**src/shared/flash_sw_pkg.sv**
```systemverilog
// Purpose: constants and carriers for the flash self-write controller
// Assumes: byte-wide cpu special register bus, synchronous ram port
// Notes: entry area fields are little endian, low byte at lower offset
package flash_sw_pkg;
    localparam logic [15:0] MODE_CTRL_ADDR = 16'hff89;
    localparam logic [7:0] MODE_CTRL_RST = 8'h08;
    localparam int MODE_BIT = 0;
    localparam int VPP_BIT = 2;

    localparam int ENTRY_BYTES = 32;
    localparam logic [4:0] PARAM_LAST = 5'h11;
    localparam logic [4:0] OFS_STATUS = 5'h00;
    localparam logic [4:0] OFS_START = 5'h02;
    localparam logic [4:0] OFS_END = 5'h04;
    localparam logic [4:0] OFS_COUNT = 5'h06;
    localparam logic [4:0] OFS_WTIME = 5'h07;
    localparam logic [4:0] OFS_ETIME = 5'h08;
    localparam logic [4:0] OFS_BUF = 5'h0e;
    localparam logic [4:0] OFS_BLOCKS = 5'h10;
    localparam logic [4:0] OFS_AREAS = 5'h11;

    localparam logic [7:0] FN_INIT = 8'h00;
    localparam logic [7:0] FN_SETPARAM = 8'h01;
    localparam logic [7:0] FN_INFO = 8'h02;
    localparam logic [7:0] FN_BLANK = 8'h10;
    localparam logic [7:0] FN_PREWRITE = 8'h20;
    localparam logic [7:0] FN_ERASE = 8'h30;
    localparam logic [7:0] FN_WRITE = 8'h50;
    localparam logic [7:0] FN_VERIFY = 8'h60;

    localparam logic [7:0] ST_OK = 8'h00;
    localparam logic [7:0] ST_BLANK = 8'h02;
    localparam logic [7:0] ST_WRITE = 8'h08;
    localparam logic [7:0] ST_VERIFY = 8'h10;
    localparam logic [7:0] ST_PARAM = 8'h80;

    localparam logic [15:0] AREA0_END = 16'h7fff;
    localparam logic [15:0] AREA1_END = 16'hefff;
    localparam logic [7:0] AREA_COUNT = 8'h02;
    localparam logic [8:0] MAX_WRITE_BYTES = 9'h100;

    localparam logic [7:0] WT_1M28 = 8'h20;
    localparam logic [7:0] WT_2M56 = 8'h40;
    localparam logic [7:0] WT_5M12 = 8'h60;
    localparam logic [7:0] WT_8M38 = 8'h80;

    typedef enum logic [3:0] {
        S_IDLE = 4'h0,
        S_LOAD_RD = 4'h1,
        S_LOAD_WT = 4'h2,
        S_LOAD_CAP = 4'h3,
        S_EXEC = 4'h4,
        S_FL_WAIT = 4'h5,
        S_BW_RD = 4'h6,
        S_BW_WT = 4'h7,
        S_BW_CAP = 4'h8,
        S_STORE = 4'h9,
        S_FINISH = 4'ha
    } seq_state_e;

    typedef enum logic [2:0] {
        FC_NONE = 3'h0,
        FC_BLANK = 3'h1,
        FC_PREWRITE = 3'h2,
        FC_ERASE = 3'h3,
        FC_VERIFY = 3'h4,
        FC_PROGRAM = 3'h5
    } flash_cmd_e;

    typedef struct packed {
        logic [15:0] addr;
        logic [7:0] wdata;
        logic wr;
        logic bitWr;
        logic [2:0] bitSel;
        logic rd;
    } sfr_bus_s;

    typedef struct packed {
        flash_cmd_e cmd;
        logic area;
        logic [15:0] addr;
        logic [7:0] wdata;
    } flash_req_s;

    typedef struct packed {
        logic [15:0] addr;
        logic [7:0] wdata;
        logic we;
        logic re;
    } ram_req_s;
endpackage : flash_sw_pkg
```
**src/hdl/flash_self_write_control.sv**
```systemverilog
// Purpose: self-write mode register and function sequencer for flash
// Assumes: ram answers a read one cycle after ramReq.re is seen
// Notes: flash array timing is done by the flash macro behind flashReq
`timescale 1ns/10ps

module flash_self_write_control #(
    parameter logic [7:0] FW_VERSION = 8'h01, // arbitrary value
    parameter logic [7:0] TOTAL_BLOCKS = 8'h02
) (
    input wire logic ref_clk,
    input wire logic rstn,
    input wire flash_sw_pkg::sfr_bus_s sfrBus,
    output logic [7:0] sfrRdata,
    input wire logic vppSense,
    output logic selfWriteMode,
    input wire logic callReq,
    input wire logic [7:0] funcNum,
    input wire logic [15:0] entryPtr,
    output logic callDone,
    output logic busy,
    output logic [7:0] statusB,
    output flash_sw_pkg::ram_req_s ramReq,
    input wire logic [7:0] ramRdata,
    output logic flashReq,
    output flash_sw_pkg::flash_req_s flashCmd,
    input wire logic flashAck,
    input wire logic flashErr,
    output logic [7:0] writeTime,
    output logic [23:0] eraseTime
);
    import flash_sw_pkg::*;

    function automatic logic [7:0] errCode(input logic [7:0] fn);
        logic [7:0] code;
        code = ST_WRITE;
        unique case (fn)
            FN_BLANK, FN_ERASE: code = ST_BLANK;
            FN_VERIFY: code = ST_VERIFY;
            default: code = ST_WRITE;
        endcase
        return code;
    endfunction : errCode

    function automatic logic wtOk(input logic [7:0] wt);
        return (wt == WT_1M28) || (wt == WT_2M56) ||
               (wt == WT_5M12) || (wt == WT_8M38);
    endfunction : wtOk

    logic [7:0] mode_ff;
    logic [7:0] nxt_mode;
    logic [7:0] rdata_ff;
    logic [7:0] nxt_rdata;
    logic sfrHit;

    assign sfrHit = (sfrBus.addr == MODE_CTRL_ADDR);

    always_comb
    begin
        nxt_mode = mode_ff;
        if (sfrHit && sfrBus.wr)
        begin
            nxt_mode = sfrBus.wdata;
        end
        else if (sfrHit && sfrBus.bitWr)
        begin
            nxt_mode[sfrBus.bitSel] = sfrBus.wdata[0];
        end
        // status bit is the pin level, never what was written
        nxt_mode[VPP_BIT] = vppSense;
        nxt_rdata = (sfrHit && sfrBus.rd) ? mode_ff : 8'h00;
    end

    always_ff @(posedge ref_clk or negedge rstn)
    begin
        if (!rstn)
        begin
            mode_ff <= MODE_CTRL_RST;
            rdata_ff <= 8'h00;
        end
        else
        begin
            mode_ff <= nxt_mode;
            rdata_ff <= nxt_rdata;
        end
    end

    seq_state_e state_ff;
    seq_state_e nxt_state;
    logic [7:0] pr_ff [0:17];
    logic [7:0] nxt_pr [0:17];
    logic [4:0] idx_ff;
    logic [4:0] nxt_idx;
    logic [15:0] base_ff;
    logic [15:0] nxt_base;
    logic [7:0] func_ff;
    logic [7:0] nxt_func;
    logic [8:0] cnt_ff;
    logic [8:0] nxt_cnt;
    logic [15:0] cur_ff;
    logic [15:0] nxt_cur;
    logic [15:0] buf_ff;
    logic [15:0] nxt_buf;
    logic [7:0] stat_ff;
    logic [7:0] nxt_stat;
    logic done_ff;
    logic nxt_done;
    ram_req_s ram_ff;
    ram_req_s nxt_ram;
    logic freq_ff;
    logic nxt_freq;
    flash_req_s fcmd_ff;
    flash_req_s nxt_fcmd;
    logic [7:0] wt_ff;
    logic [7:0] nxt_wt;
    logic [23:0] et_ff;
    logic [23:0] nxt_et;
    logic busy_ff;
    logic nxt_busy;

    always_comb
    begin
        logic [7:0] st;
        logic goStore;
        logic [8:0] wcnt;
        logic [16:0] lastAddr;
        logic [15:0] endAddr;
        st = ST_OK;
        goStore = 1'b0;
        wcnt = (pr_ff[OFS_COUNT] == 8'h00) ? MAX_WRITE_BYTES
                                           : {1'b0, pr_ff[OFS_COUNT]};
        lastAddr = {1'b0, pr_ff[OFS_START + 5'h01], pr_ff[OFS_START]}
                   + {8'h00, wcnt} - 17'h00001;
        endAddr = cur_ff + 16'h0001;
        nxt_state = state_ff;
        nxt_pr = pr_ff;
        nxt_idx = idx_ff;
        nxt_base = base_ff;
        nxt_func = func_ff;
        nxt_cnt = cnt_ff;
        nxt_cur = cur_ff;
        nxt_buf = buf_ff;
        nxt_stat = stat_ff;
        nxt_done = 1'b0;
        nxt_ram = '0;
        nxt_freq = freq_ff;
        nxt_fcmd = fcmd_ff;
        nxt_wt = wt_ff;
        nxt_et = et_ff;
        unique case (state_ff)
            S_IDLE:
            begin
                if (callReq)
                begin
                    nxt_func = funcNum;
                    if (!mode_ff[MODE_BIT])
                    begin
                        // normal mode: refused, flash untouched
                        nxt_stat = ST_PARAM;
                        nxt_done = 1'b1;
                    end
                    else if (funcNum == FN_INIT)
                    begin
                        nxt_base = entryPtr;
                        nxt_done = 1'b1;
                    end
                    else
                    begin
                        nxt_idx = OFS_START;
                        nxt_state = S_LOAD_RD;
                    end
                end
            end
            S_LOAD_RD:
            begin
                nxt_ram.addr = base_ff + {11'h000, idx_ff};
                nxt_ram.re = 1'b1;
                nxt_state = S_LOAD_WT;
            end
            S_LOAD_WT:
            begin
                nxt_state = S_LOAD_CAP;
            end
            S_LOAD_CAP:
            begin
                nxt_pr[idx_ff] = ramRdata;
                if (idx_ff == PARAM_LAST)
                begin
                    nxt_state = S_EXEC;
                end
                else
                begin
                    nxt_idx = idx_ff + 5'h01;
                    nxt_state = S_LOAD_RD;
                end
            end
            S_EXEC:
            begin
                unique case (func_ff)
                    FN_SETPARAM:
                    begin
                        if (wtOk(pr_ff[OFS_WTIME]) &&
                            {pr_ff[OFS_ETIME + 5'h02], pr_ff[OFS_ETIME + 5'h01],
                             pr_ff[OFS_ETIME]} != 24'h000000)
                        begin
                            nxt_wt = pr_ff[OFS_WTIME];
                            nxt_et = {pr_ff[OFS_ETIME + 5'h02],
                                      pr_ff[OFS_ETIME + 5'h01],
                                      pr_ff[OFS_ETIME]};
                        end
                        else
                        begin
                            st = ST_PARAM;
                        end
                        goStore = 1'b1;
                    end
                    FN_INFO:
                    begin
                        unique case (pr_ff[OFS_COUNT])
                            8'h00: nxt_pr[OFS_COUNT] = FW_VERSION;
                            8'h01:
                            begin
                                nxt_pr[OFS_BLOCKS] = TOTAL_BLOCKS;
                                nxt_pr[OFS_AREAS] = AREA_COUNT;
                            end
                            8'h02:
                            begin
                                nxt_pr[OFS_END] = AREA0_END[7:0];
                                nxt_pr[OFS_END + 5'h01] = AREA0_END[15:8];
                            end
                            8'h03:
                            begin
                                nxt_pr[OFS_END] = AREA1_END[7:0];
                                nxt_pr[OFS_END + 5'h01] = AREA1_END[15:8];
                            end
                            default: st = ST_PARAM;
                        endcase
                        goStore = 1'b1;
                    end
                    FN_BLANK, FN_PREWRITE, FN_ERASE, FN_VERIFY:
                    begin
                        if (pr_ff[OFS_COUNT] > 8'h01)
                        begin
                            st = ST_PARAM;
                            goStore = 1'b1;
                        end
                        else
                        begin
                            nxt_fcmd.area = pr_ff[OFS_COUNT][0];
                            nxt_fcmd.addr = 16'h0000;
                            nxt_fcmd.wdata = 8'h00;
                            nxt_fcmd.cmd = (func_ff == FN_BLANK) ? FC_BLANK :
                                (func_ff == FN_PREWRITE) ? FC_PREWRITE :
                                (func_ff == FN_ERASE) ? FC_ERASE : FC_VERIFY;
                            nxt_freq = 1'b1;
                            nxt_state = S_FL_WAIT;
                        end
                    end
                    FN_WRITE:
                    begin
                        if (lastAddr > {1'b0, AREA1_END})
                        begin
                            st = ST_PARAM;
                            goStore = 1'b1;
                        end
                        else
                        begin
                            nxt_cnt = wcnt;
                            nxt_cur = {pr_ff[OFS_START + 5'h01], pr_ff[OFS_START]};
                            nxt_buf = {pr_ff[OFS_BUF + 5'h01], pr_ff[OFS_BUF]};
                            nxt_state = S_BW_RD;
                        end
                    end
                    default:
                    begin
                        st = ST_PARAM;
                        goStore = 1'b1;
                    end
                endcase
            end
            S_BW_RD:
            begin
                nxt_ram.addr = buf_ff;
                nxt_ram.re = 1'b1;
                nxt_state = S_BW_WT;
            end
            S_BW_WT:
            begin
                nxt_state = S_BW_CAP;
            end
            S_BW_CAP:
            begin
                nxt_fcmd.cmd = FC_PROGRAM;
                nxt_fcmd.area = cur_ff[15];
                nxt_fcmd.addr = cur_ff;
                nxt_fcmd.wdata = ramRdata;
                nxt_freq = 1'b1;
                nxt_state = S_FL_WAIT;
            end
            S_FL_WAIT:
            begin
                if (flashAck)
                begin
                    nxt_freq = 1'b0;
                    if (flashErr)
                    begin
                        st = errCode(func_ff);
                        goStore = 1'b1;
                        // failed byte address left for software
                        if (func_ff == FN_WRITE)
                        begin
                            nxt_pr[OFS_START] = cur_ff[7:0];
                            nxt_pr[OFS_START + 5'h01] = cur_ff[15:8];
                        end
                    end
                    else if (func_ff == FN_WRITE)
                    begin
                        nxt_cur = endAddr;
                        nxt_buf = buf_ff + 16'h0001;
                        nxt_cnt = cnt_ff - 9'h001;
                        if (cnt_ff == 9'h001)
                        begin
                            nxt_pr[OFS_START] = endAddr[7:0];
                            nxt_pr[OFS_START + 5'h01] = endAddr[15:8];
                            goStore = 1'b1;
                        end
                        else
                        begin
                            nxt_state = S_BW_RD;
                        end
                    end
                    else
                    begin
                        goStore = 1'b1;
                    end
                end
            end
            S_STORE:
            begin
                // whole parameter block written back, unchanged bytes too
                nxt_ram.addr = base_ff + {11'h000, idx_ff};
                nxt_ram.wdata = pr_ff[idx_ff];
                nxt_ram.we = 1'b1;
                if (idx_ff == PARAM_LAST)
                begin
                    nxt_state = S_FINISH;
                end
                else
                begin
                    nxt_idx = idx_ff + 5'h01;
                end
            end
            S_FINISH:
            begin
                nxt_done = 1'b1;
                nxt_state = S_IDLE;
            end
            default:
            begin
                nxt_state = S_IDLE;
            end
        endcase
        if (goStore)
        begin
            nxt_pr[OFS_STATUS] = st;
            nxt_stat = st;
            nxt_idx = OFS_STATUS;
            nxt_state = S_STORE;
        end
        // registered so the port comes straight from a flop
        nxt_busy = (nxt_state != S_IDLE);
    end

    always_ff @(posedge ref_clk or negedge rstn)
    begin
        if (!rstn)
        begin
            state_ff <= S_IDLE;
            for (int i = 0; i < 18; i++)
            begin
                pr_ff[i] <= 8'h00;
            end
            idx_ff <= 5'h00;
            base_ff <= 16'h0000;
            func_ff <= 8'h00;
            cnt_ff <= 9'h000;
            cur_ff <= 16'h0000;
            buf_ff <= 16'h0000;
            stat_ff <= 8'h00;
            done_ff <= 1'b0;
            ram_ff <= '0;
            freq_ff <= 1'b0;
            fcmd_ff <= '0;
            wt_ff <= 8'h00;
            et_ff <= 24'h000000;
            busy_ff <= 1'b0;
        end
        else
        begin
            state_ff <= nxt_state;
            pr_ff <= nxt_pr;
            idx_ff <= nxt_idx;
            base_ff <= nxt_base;
            func_ff <= nxt_func;
            cnt_ff <= nxt_cnt;
            cur_ff <= nxt_cur;
            buf_ff <= nxt_buf;
            stat_ff <= nxt_stat;
            done_ff <= nxt_done;
            ram_ff <= nxt_ram;
            freq_ff <= nxt_freq;
            fcmd_ff <= nxt_fcmd;
            wt_ff <= nxt_wt;
            et_ff <= nxt_et;
            busy_ff <= nxt_busy;
        end
    end

    assign sfrRdata = rdata_ff;
    assign selfWriteMode = mode_ff[MODE_BIT];
    assign callDone = done_ff;
    assign busy = busy_ff;
    assign statusB = stat_ff;
    assign ramReq = ram_ff;
    assign flashReq = freq_ff;
    assign flashCmd = fcmd_ff;
    assign writeTime = wt_ff;
    assign eraseTime = et_ff;
endmodule : flash_self_write_control

```
**config.mk**
```make
export PLATFORM = sky130hd
export DESIGN_NAME = flash_self_write_control
export DESIGN_NICKNAME = d
export VERILOG_FILES = /design/src/shared/flash_sw_pkg.sv /design/src/hdl/flash_self_write_control.sv
export SDC_FILE = /design/constraint.sdc
export NUM_CORES = 1
export LEC_CHECK = 0
export BUFFER_PORTS_ARGS = -buffer_cell sky130_fd_sc_hd__buf_2
export CAP_MARGIN = 0
export CORE_MARGIN = 2
export CORE_UTILIZATION = 38
export DETAILED_ROUTE_END_ITERATION = 16
export PLACE_DENSITY = 0.59
export SLEW_MARGIN = 25
export SYNTH_ARGS = -nofsm -noshare
export SYNTH_HDL_FRONTEND = slang
export SYNTH_SLANG_ARGS = --single-unit
```
**constraint.sdc**
```tcl
create_clock -name ref_clk -period 7.8 [get_ports ref_clk]
set_input_delay 1.95 -clock ref_clk [delete_from_list [all_inputs] [get_ports ref_clk]]
set_output_delay 1.95 -clock ref_clk [all_outputs]
set_load 0.02 [all_outputs]
```
[Word level (Yosys, flattened, before mapping)]
Index checks and enable logic that the tools add are counted.
Word-level totals
  memory bits (writable): 0
  register bits: 331
  latch bits: 0
  word-level logic and storage cells: 246
  output and inout port bits: 106
  ROM bits: 0
  memories: 0
  bits of input ports: 68
Operators by class
  mux-type cells: 104
  $mul: 0
  shifts and indexed selects: 0
  bitwise operators: 1
  order comparisons: 6
  equality and inequality tests: 44
  reduce and logical (&&, ||, !) cells: 42
  add/subtract/negate cells: 7
  divide/modulo/power cells: 0
Operators with widths (count)
  2-to-1 mux 16 bit: 18
  case mux 16 bit (2 select lines): 6
  bitwise mux 144 bit: 1
  2-to-1 mux 8 bit: 16
  2-to-1 mux 9 bit: 7
  2-to-1 mux 28 bit: 2
  case mux 28 bit (2 select lines): 1
  case mux 24 bit (2 select lines): 1
  2-to-1 mux 4 bit: 11
  binary-select mux 8 bit (select 5 bit): 1
  demux 8 bit (select 5 bit): 1
  case mux 4 bit (10 select lines): 1
  2-to-1 mux 5 bit: 7
  adder 16 x 1 -> 16 bit (second input constant): 2
  == test 8 x 7 -> 1 bit (second input constant): 4
  case mux 8 bit (4 select lines): 1
  == test 8 x 2 -> 1 bit (second input constant): 3
  == test 8 x 6 -> 1 bit (second input constant): 3
  2-to-1 mux 24 bit: 1
  nonzero test 24 bit: 1
  case mux 5 bit (2 select lines): 2
  case mux 9 bit (2 select lines): 1
  AND reduction 3 bit: 6
  adder 16 x 9 -> 17 bit: 1
  47 further kinds: 106

[Logic depth before layout (Yosys ltp)]
Gate-level depths: netlist of run 1.
  depth in word-level cells: 10
  depth in mapped cells: 18
  depth with buffers taken out: 16

[Worst setup path before layout of run 1]
OpenSTA, ideal clock, no wires.
  kind: reg-to-reg
  from: register pr_ff[92] (netlist bit)
  to: register cnt_ff[8]
  arrival: 3.741 ns
  buffers on the path: 2
  cell stages (with the launch flop): 19
  library setup time: 0.130 ns
  slack: 3.929 ns
  required time: 7.670 ns
  period minus slack after synthesis: 3.871 ns
  cells stage by stage: dfrtp_1 > nor2_1 > and3_1 > nand2_1 > nor2_1 > inv_1 > ha_1 > inv_1 > ha_1 > a21o_1 > or3_1 > o211a_1 > a311o_1 > a2111o_1 > o211a_1 > buf_2 > o21ai_2 > buf_2 > o22ai_1
Between the ends
  cells in the longest elaborated chain, start to end: 7
  elaborated cells between the ends (all ways): 10
  those cells by class: 2 x add/sub; 1 x order compare; 1 x eq/ne; 4 x mux; 2 x reduce/logical
Ends and longest elaborated chain
  start, declared: RTL line flash_self_write_control.sv:89  | logic [7:0] pr_ff [0:17];
  start signal, assigned: RTL line flash_self_write_control.sv:400  | pr_ff <= nxt_pr;
  zero test 8 bit: RTL line flash_self_write_control.sv:129  | wcnt = (pr_ff[OFS_COUNT] == 8'h00) ? MAX_WRITE_BYTES
  2-to-1 mux 9 bit *: RTL line flash_self_write_control.sv:129
  adder 16 x 9 -> 17 bit: RTL line flash_self_write_control.sv:132  | + {8'h00, wcnt} - 17'h00001;
  subtractor 17 x 1 -> 17 bit: RTL line flash_self_write_control.sv:132
  > comparator 17 x 16 -> 1 bit: RTL line flash_self_write_control.sv:260  | if (lastAddr > {1'b0, AREA1_END})
  != test 2 bit (no line)
  AND reduction 6 bit (no line)
  end signal, assigned: RTL line flash_self_write_control.sv:404  | cnt_ff <= nxt_cnt;
  end, declared: RTL line flash_self_write_control.sv:97  | logic [8:0] cnt_ff;
Mark *: on every way between the ends. The rest lies on a longest branch, timed or not. The select of a mux whose other input is x is not followed.
A chain may end at the register's enable or synchronous reset.

[Final worst setup path of run 1]
  from: register pr_ff[94] (netlist bit)
  to: register cnt_ff[0]
The elaborated chain is that of the path after synthesis.

==> run metrics, run 1 <==
final wirelength 51300 um; CP peak stage delay 750 ps; Leak 8.71 nW; switching fraction of total power 37.6%; outcome completed; die height 215 um; # Max-Cap Violations 0; Slew HR 36.5%; register area share after synthesis 48.4%; Max clock buf depth 3; global-route usage over all layers 22.2%; RePlAce Congestion 0.873; Seq pwr share 36.8%; DP Worst Slack 2720 ps; Switching Power 2.34 mW; vias per cell 5.67; # diodes 0; pwr dens 318 nW/um^2; RSZ-0062 raised after global routing no; area grow syn2layout 15.4%; Internal Power 3.88 mW; # DRC 0; xor/xnor share of the synthesized area 1.55%; # port buffers 168; synthesized cell area 16900 um^2; Compound-Gate Fraction of Synth Area 15.8%; Top FF cell, synth dfrtp_1; post-CTS resize count 0; Setup Viol. Count Final 0; die width 215 um; Worst Clk Skew 25.9 ps; routed wire length per instance 21.6 um; Layout fillers 4282; DR vias 13453; hold buffers post-CTS 0; Avg Inst Size Synth 10.4 um^2; peak supply drop 162 uV; fin worst setup slack 2660 ps; root buffer cell clkbuf_16; Clk pwr share 28.5%; post-synth cell types 83; initial antenna violation count 0; Hold Crit Class reg2reg; placed insts 2305; Setup TNS Final 0 ps; vias in the first global route 13317; core region area 44100 um^2; Row Count 77; Antenna Nets Post-Route 0; clock buffer count from CTS 38; Critical Path Start Type flop; crit path cell chain nor2_1 > and3_1 > nand2_1 > nor2_1 > inv_1 > ha_1 > inv_1 > ha_1 > a21o_1 > or3_1 > o211a_1 > a311o_1 > a2111o_1 > o211a_1 > o21ai_2 > o22ai_1; CTS tree done; die area 46200 um^2; commonest non-fill, non-tap cell in the layout dfrtp_1; worst skew pair latency 570 ps; detailed placement HPWL 34900 um; Post-synth EDFFs 0; grt ovf 0; Gate Count Post-Synth 1629; Post-CTS Repair Setup Buffers 0; f_max 0.194 GHz; I/O pin cnt 174; Adder-Cell Fraction of Synth Area 2.97%; first-pass GRT wire length 79700 um; Slew Limit Fails 0; CTS Sinks 327; final hold viol count 0; total power 6.21 mW; Async SR Flop Fraction 100%; htree depth 2; clock slew at reported path FFs 60 ps; share of layout cells above drive strength 1 24.5%; Data required, critical path 8210 ps; Tightest Pin Transition 952 ps; non-filler instance count after layout 2371; mux cell area share after synthesis 14.0%; most frequent cells in the layout 325 x dfrtp_1, 173 x nand2_1, 167 x buf_2; min Tclk post-route 5140 ps; Synth Area in Simple Gates 13.1%; CP max stage cell o21ai_2; crit end category flop; crit path kind reg2reg; drt first pass iters 5; fin crit share 65.9%; Comb pwr share 34.8%; DRT iter0 DRCs 1349; Starting Density 38.3%; # nets final 1861; largest net degree at the start of global routing 136; Critical Path AT 5550 ps; largest family of logic cells by synthesized area compound AO/OA/AOI/OAI gates; yosys warns 0; Min Hold Slack 478 ps; Seq cells post-synth 327; crit path max fanout 13
==> cell families (layout without fill, tap and decap cells) <==
logic type | Yosys count | in the layout
AND/OR/NAND/NOR | 475 | 475
AO/OA/AOI/OAI | 403 | 403
flip-flops | 327 | 327
multiplexers | 181 | 181
buffers and inverters | 173 | 320
adder cells (fa/ha/maj) | 39 | 39
XOR/XNOR | 30 | 30
other | 1 | 4
==> state kept, by name, indices dropped and copies added, names as in the netlist, 9 cells and up <==
signal,count
base_ff,16
buf_ff,16
cnt_ff,9
cur_ff,16
eraseTime,24
flashCmd,28
pr_ff,144
ramReq,26
==> stage by stage <==
step	area (um^2)	utilization [%]
2_1_floorplan	16900	-
3_3_place_gp	18300	41.4
3_5_place_dp	18300	41.5
4_1_cts	19500	44.2
5_1_grt	19500	44.3
6_report	19500	44.3
==> layer usage <==
metal	vias up	part of all wire, %	track usage [%]
met2	437	47	35.5
li1	6156	-	-
met4	0	2.9	8.02
met1	6772	44	30.5
met5	-	0	0
met3	88	5.9	3.54
==> layout make-up <==
cell class              count  area [um^2]  share of cell area, %
multi-input cells        1132         8110                   41.5
well taps                 592          741                   3.79
inverters                  65          244                   1.25
clock buffers              60         1110                   5.71
clock inverters             5         97.6                  0.500
repair buffers            190         1030                   5.29
flip-flops and latches    327         8190                   41.9
==> synth_stat cells, drive strengths merged, types with 4 or more instances <==
cell	instances	share of area (%)
a211oi	6	0.27
a21o	12	0.53
a21oi	78	2.3
a221o	5	0.30
a221oi	12	0.66
a22o	23	1.2
a22oi	11	0.49
a2bb2oi	21	1.1
a31oi	14	0.52
and2	8	0.30
and3	20	0.74
buf	34	1.0
clkbuf	74	1.6
dfrtp	326	48
ha	37	2.7
inv	65	1.4
mux2	129	8.6
mux2i	20	1.2
mux4	32	4.3
nand2	173	3.8
nand2b	14	0.52
nand3	49	1.4
nand4	8	0.30
nor2	112	2.5
nor2b	7	0.26
nor3	31	0.95
nor3b	7	0.34
nor4	16	0.59
o211ai	12	0.56
o21ai	132	3.9
o21bai	4	0.18
o221a	8	0.53
o221ai	5	0.26
o22ai	29	1.1
o2bb2ai	5	0.26
or2	5	0.18
or3	11	0.41
xnor2	16	0.83
xor2	14	0.72
==> power by group through the flow <==
stage                     combinational (mW)  clock [mW]  sequential, mW
after floorplan                         1.49           0            2.24
after global placement                  2.12           0            2.30
after detailed placement                2.15           0            2.31
after CTS                               2.16        1.81            2.28
after global routing                    2.38        1.88            2.32
final                                   2.16        1.77            2.29
==> worst max-delay path: cells and delay by family (launching register included) <==
kind                       cells  cell delay [ps]
AOI/OAI and AO/OA              7             2520
adders and majority gates      2              640
buffers and inverters          2              160
DFF                            1              490
and+or+nand+nor                5             1150
==> worst paths after layout <==
check	start	end	slack, ps	depth (start not counted)
worst max-delay path	pr_ff[94]	cnt_ff[0]	2660	16
worst min-delay path	writeTime[1]	writeTime[1]	480	1
worst max register to register	pr_ff[94]	cnt_ff[0]	2660	16
worst min register to register	writeTime[1]	writeTime[1]	480	1
max in group asynchronous	rstn	idx_ff[0]	5150	2
min in group asynchronous	rstn	ramReq[18]	1340	1
No activity file was read; power rests on OpenSTA's default activity.
==> inputs of run 2 (changes only) <==
- ABC_AREA: default -> 1
- PLACE_DENSITY: 0.59 -> 0.61
- clock period: 7.8 -> 4.4 ns (I/O delays scaled with it)
==> run metrics, run 2 <==
Largest register FFs 144 (unchanged); vias per cell 5.22 (-7.9%); f_max 0.259 GHz (+33%); routed wire length per instance 18.0 um (-17%); area fraction of the dominant cell type after synthesis 48.3% (+0.096 points); vias in the first global route 14177 (+6.5%); grt ovf 0 (unchanged); top cells by count, synth 432 x nand2_1, 326 x dfrtp_1, 290 x o21ai_0; Tightest Pin Transition 874 ps (-78.5 ps); fin crit share 87.6% (+22 points); DP Worst Slack 624 ps (-2100 ps); CP max stage cell buf_4; Hold Crit Class reg2reg; global-route usage over all layers 22.0% (-0.17 points); Reg area 8190 um^2 (unchanged); multi-input logic area 7340 um^2 (-9.6%); commonest non-fill, non-tap cell in the layout nand2_1; crit path kind reg2reg; # diodes 0 (unchanged); post-synth cell types 60 (-28%); final wirelength 50800 um (-0.83%); Avg Inst Size Synth 8.17 um^2 (-21%); Max clock buf depth 3 (unchanged); htree depth 2 (unchanged); post-CTS resize count 0 (unchanged); # DRC 0 (unchanged); die height 215 um (about the same); final hold viol count 0 (unchanged); # Max-Cap Violations 0 (unchanged); Setup Viol. Count Final 0 (unchanged); worst skew pair latency 580 ps (about the same); fin worst setup slack 545 ps (-2110 ps); crit path cell chain inv_1 > nand4_1 > inv_1 > nand2_1 > nor2_1 > nand2_1 > ha_1 > inv_1 > ha_1 > nand2_1 > nor2_1 > nand4_1 > nand3_1 > nand2_1 > inv_1 > nor2_1 > nand2_1 > nand2_1 > nand2_2 > nand2_2 > nand2_4 > buf_4 > nor2_1 > a21oi_1; Antenna Nets Post-Route 0 (unchanged); # nets final 2318 (+25%); Gate Count Post-Synth 2067 (+27%); RSZ-0062 raised after global routing no; Starting Density 38.4% (about the same); Critical Path Start Type flop; peak supply drop 366 uV (+130%); synthesized cell area 16900 um^2 (-0.20%); core region area 44000 um^2 (-0.22%); Setup TNS Final 0 ps (unchanged); Slew Limit Fails 0 (unchanged); Top FF cell, synth dfrtp_1; root buffer cell clkbuf_16; placed cell areas 18300 um^2 (about the same); crit end category flop; Post-CTS Repair Setup Buffers 0 (unchanged); cell taking the most area after synthesis dfrtp_1; largest net degree at the start of global routing 84 (-38%); Leak 9.90 nW (+14%); clock buffer count from CTS 38 (unchanged); CTS tree done; share of layout cells above drive strength 1 15.1% (-9.3 points); detailed placement HPWL 36300 um (+3.9%); clock slew at reported path FFs 60 ps (about the same); DRT iter0 DRCs 1333 (-1.2%); DR vias 14783 (+9.9%); Async SR Flop Fraction 100% (unchanged); CP peak stage delay 430 ps (-320 ps); Layout fillers 4420 (+3.2%); yosys warns 0 (unchanged); most frequent cells in the layout 432 x nand2_1, 325 x dfrtp_1, 290 x o21ai_0; Finished Core Util 44.5% (+0.24 points); Seq cells post-synth 327 (unchanged); RePlAce Congestion 0.884 (+1.2%); I/O pin cnt 174 (unchanged); Post-synth EDFFs 0 (unchanged); CTS Sinks 327 (unchanged); min Tclk post-route 3850 ps (-1290 ps); register area share after synthesis 48.5% (+0.097 points); die area 46100 um^2 (-0.20%); hold buffers post-CTS 0 (unchanged); outcome completed; Min Hold Slack 458 ps (-20.0 ps); Row Count 77 (unchanged); pwr dens 587 nW/um^2 (+84%); # port buffers 168 (unchanged); drt first pass iters 5 (unchanged); count leader, synth nand2_1; largest cells by area after synthesis dfrtp_1 48%, nand2_1 9.6%, o21ai_0 8.6%; Data required, critical path 4880 ps (-3330 ps); register with the most flip-flops pr_ff; Most common cell on crit path nand2_1; initial antenna violation count 0 (unchanged); fin area 19600 um^2 (+0.33%); area grow syn2layout 16.0%; die width 215 um (about the same); first-pass GRT wire length 80800 um (+1.3%); Worst Clk Skew 23.3 ps (-2.64 ps); Slew HR 41.7% (+5.2 points); crit path max fanout 49 (+36); Critical Path AT 4340 ps (-1210 ps)
run 2: cell families after synthesis:
group | synth area share (%)
and+or+nand+nor | 19.6
DFF | 48.5
xor gates and xnor gates | 1.19
muxes | 2.18
buffers and inverters | 8.17
AOI/OAI and AO/OA | 17.4
adders and majority gates | 2.98
other | 0.0222
run 2: cell type report:
cell class                 count  share of cell area [%]
inverter                     249                    4.77
clock inverter                 9                   0.792
sequential                   327                    41.8
clock buffer                  58                    5.90
multi-input combinational   1401                    37.4
tap                          592                    3.78
timing repair buffer         194                    5.53
run 2: power by group:
group          total, mW  switching, mW  internal (mW)  leakage [nW]
registers           4.04          0.433           3.61          3.86
clock network       3.28           1.33           1.95         0.638
logic               4.18           2.86           1.33          5.40
total               11.5           4.62           6.88          9.90
run 2: final timing paths:
path | startpoint | endpoint | slack (ps) | cells after the start
min in group asynchronous | rstn | sfrRdata[4] | 540 | 1
hold reg to reg | writeTime[2] | writeTime[2] | 460 | 2
setup reg to reg | pr_ff[95] | cur_ff[0] | 550 | 24
hold / removal | writeTime[2] | writeTime[2] | 460 | 2
setup / recovery | pr_ff[95] | cur_ff[0] | 550 | 24
max in group asynchronous | rstn | pr_ff[34] | 3010 | 2
run 2: stage by stage:
stage | cells | power (mW)
after floorplan | 2070 | 6.87
after global placement | 2763 | 8.14
after detailed placement | 2763 | 8.22
after CTS | 2830 | 11.6
after global routing | 2830 | 12.3
final | 2830 | 11.5
run 2: metal layers:
metal	global-route usage (%)	wire, um
met4	6.20	1100
met2	33.4	22200
met3	4.77	3780
met1	31.6	23700
met5	0	0
run 2: critical path, delay by kind of cell, from the launching register on:
family | cells | cell delay [ps]
compound gates | 1 | 130
fa+ha+maj | 2 | 640
buf+inv | 5 | 780
flops | 1 | 350
simple gates | 16 | 1860
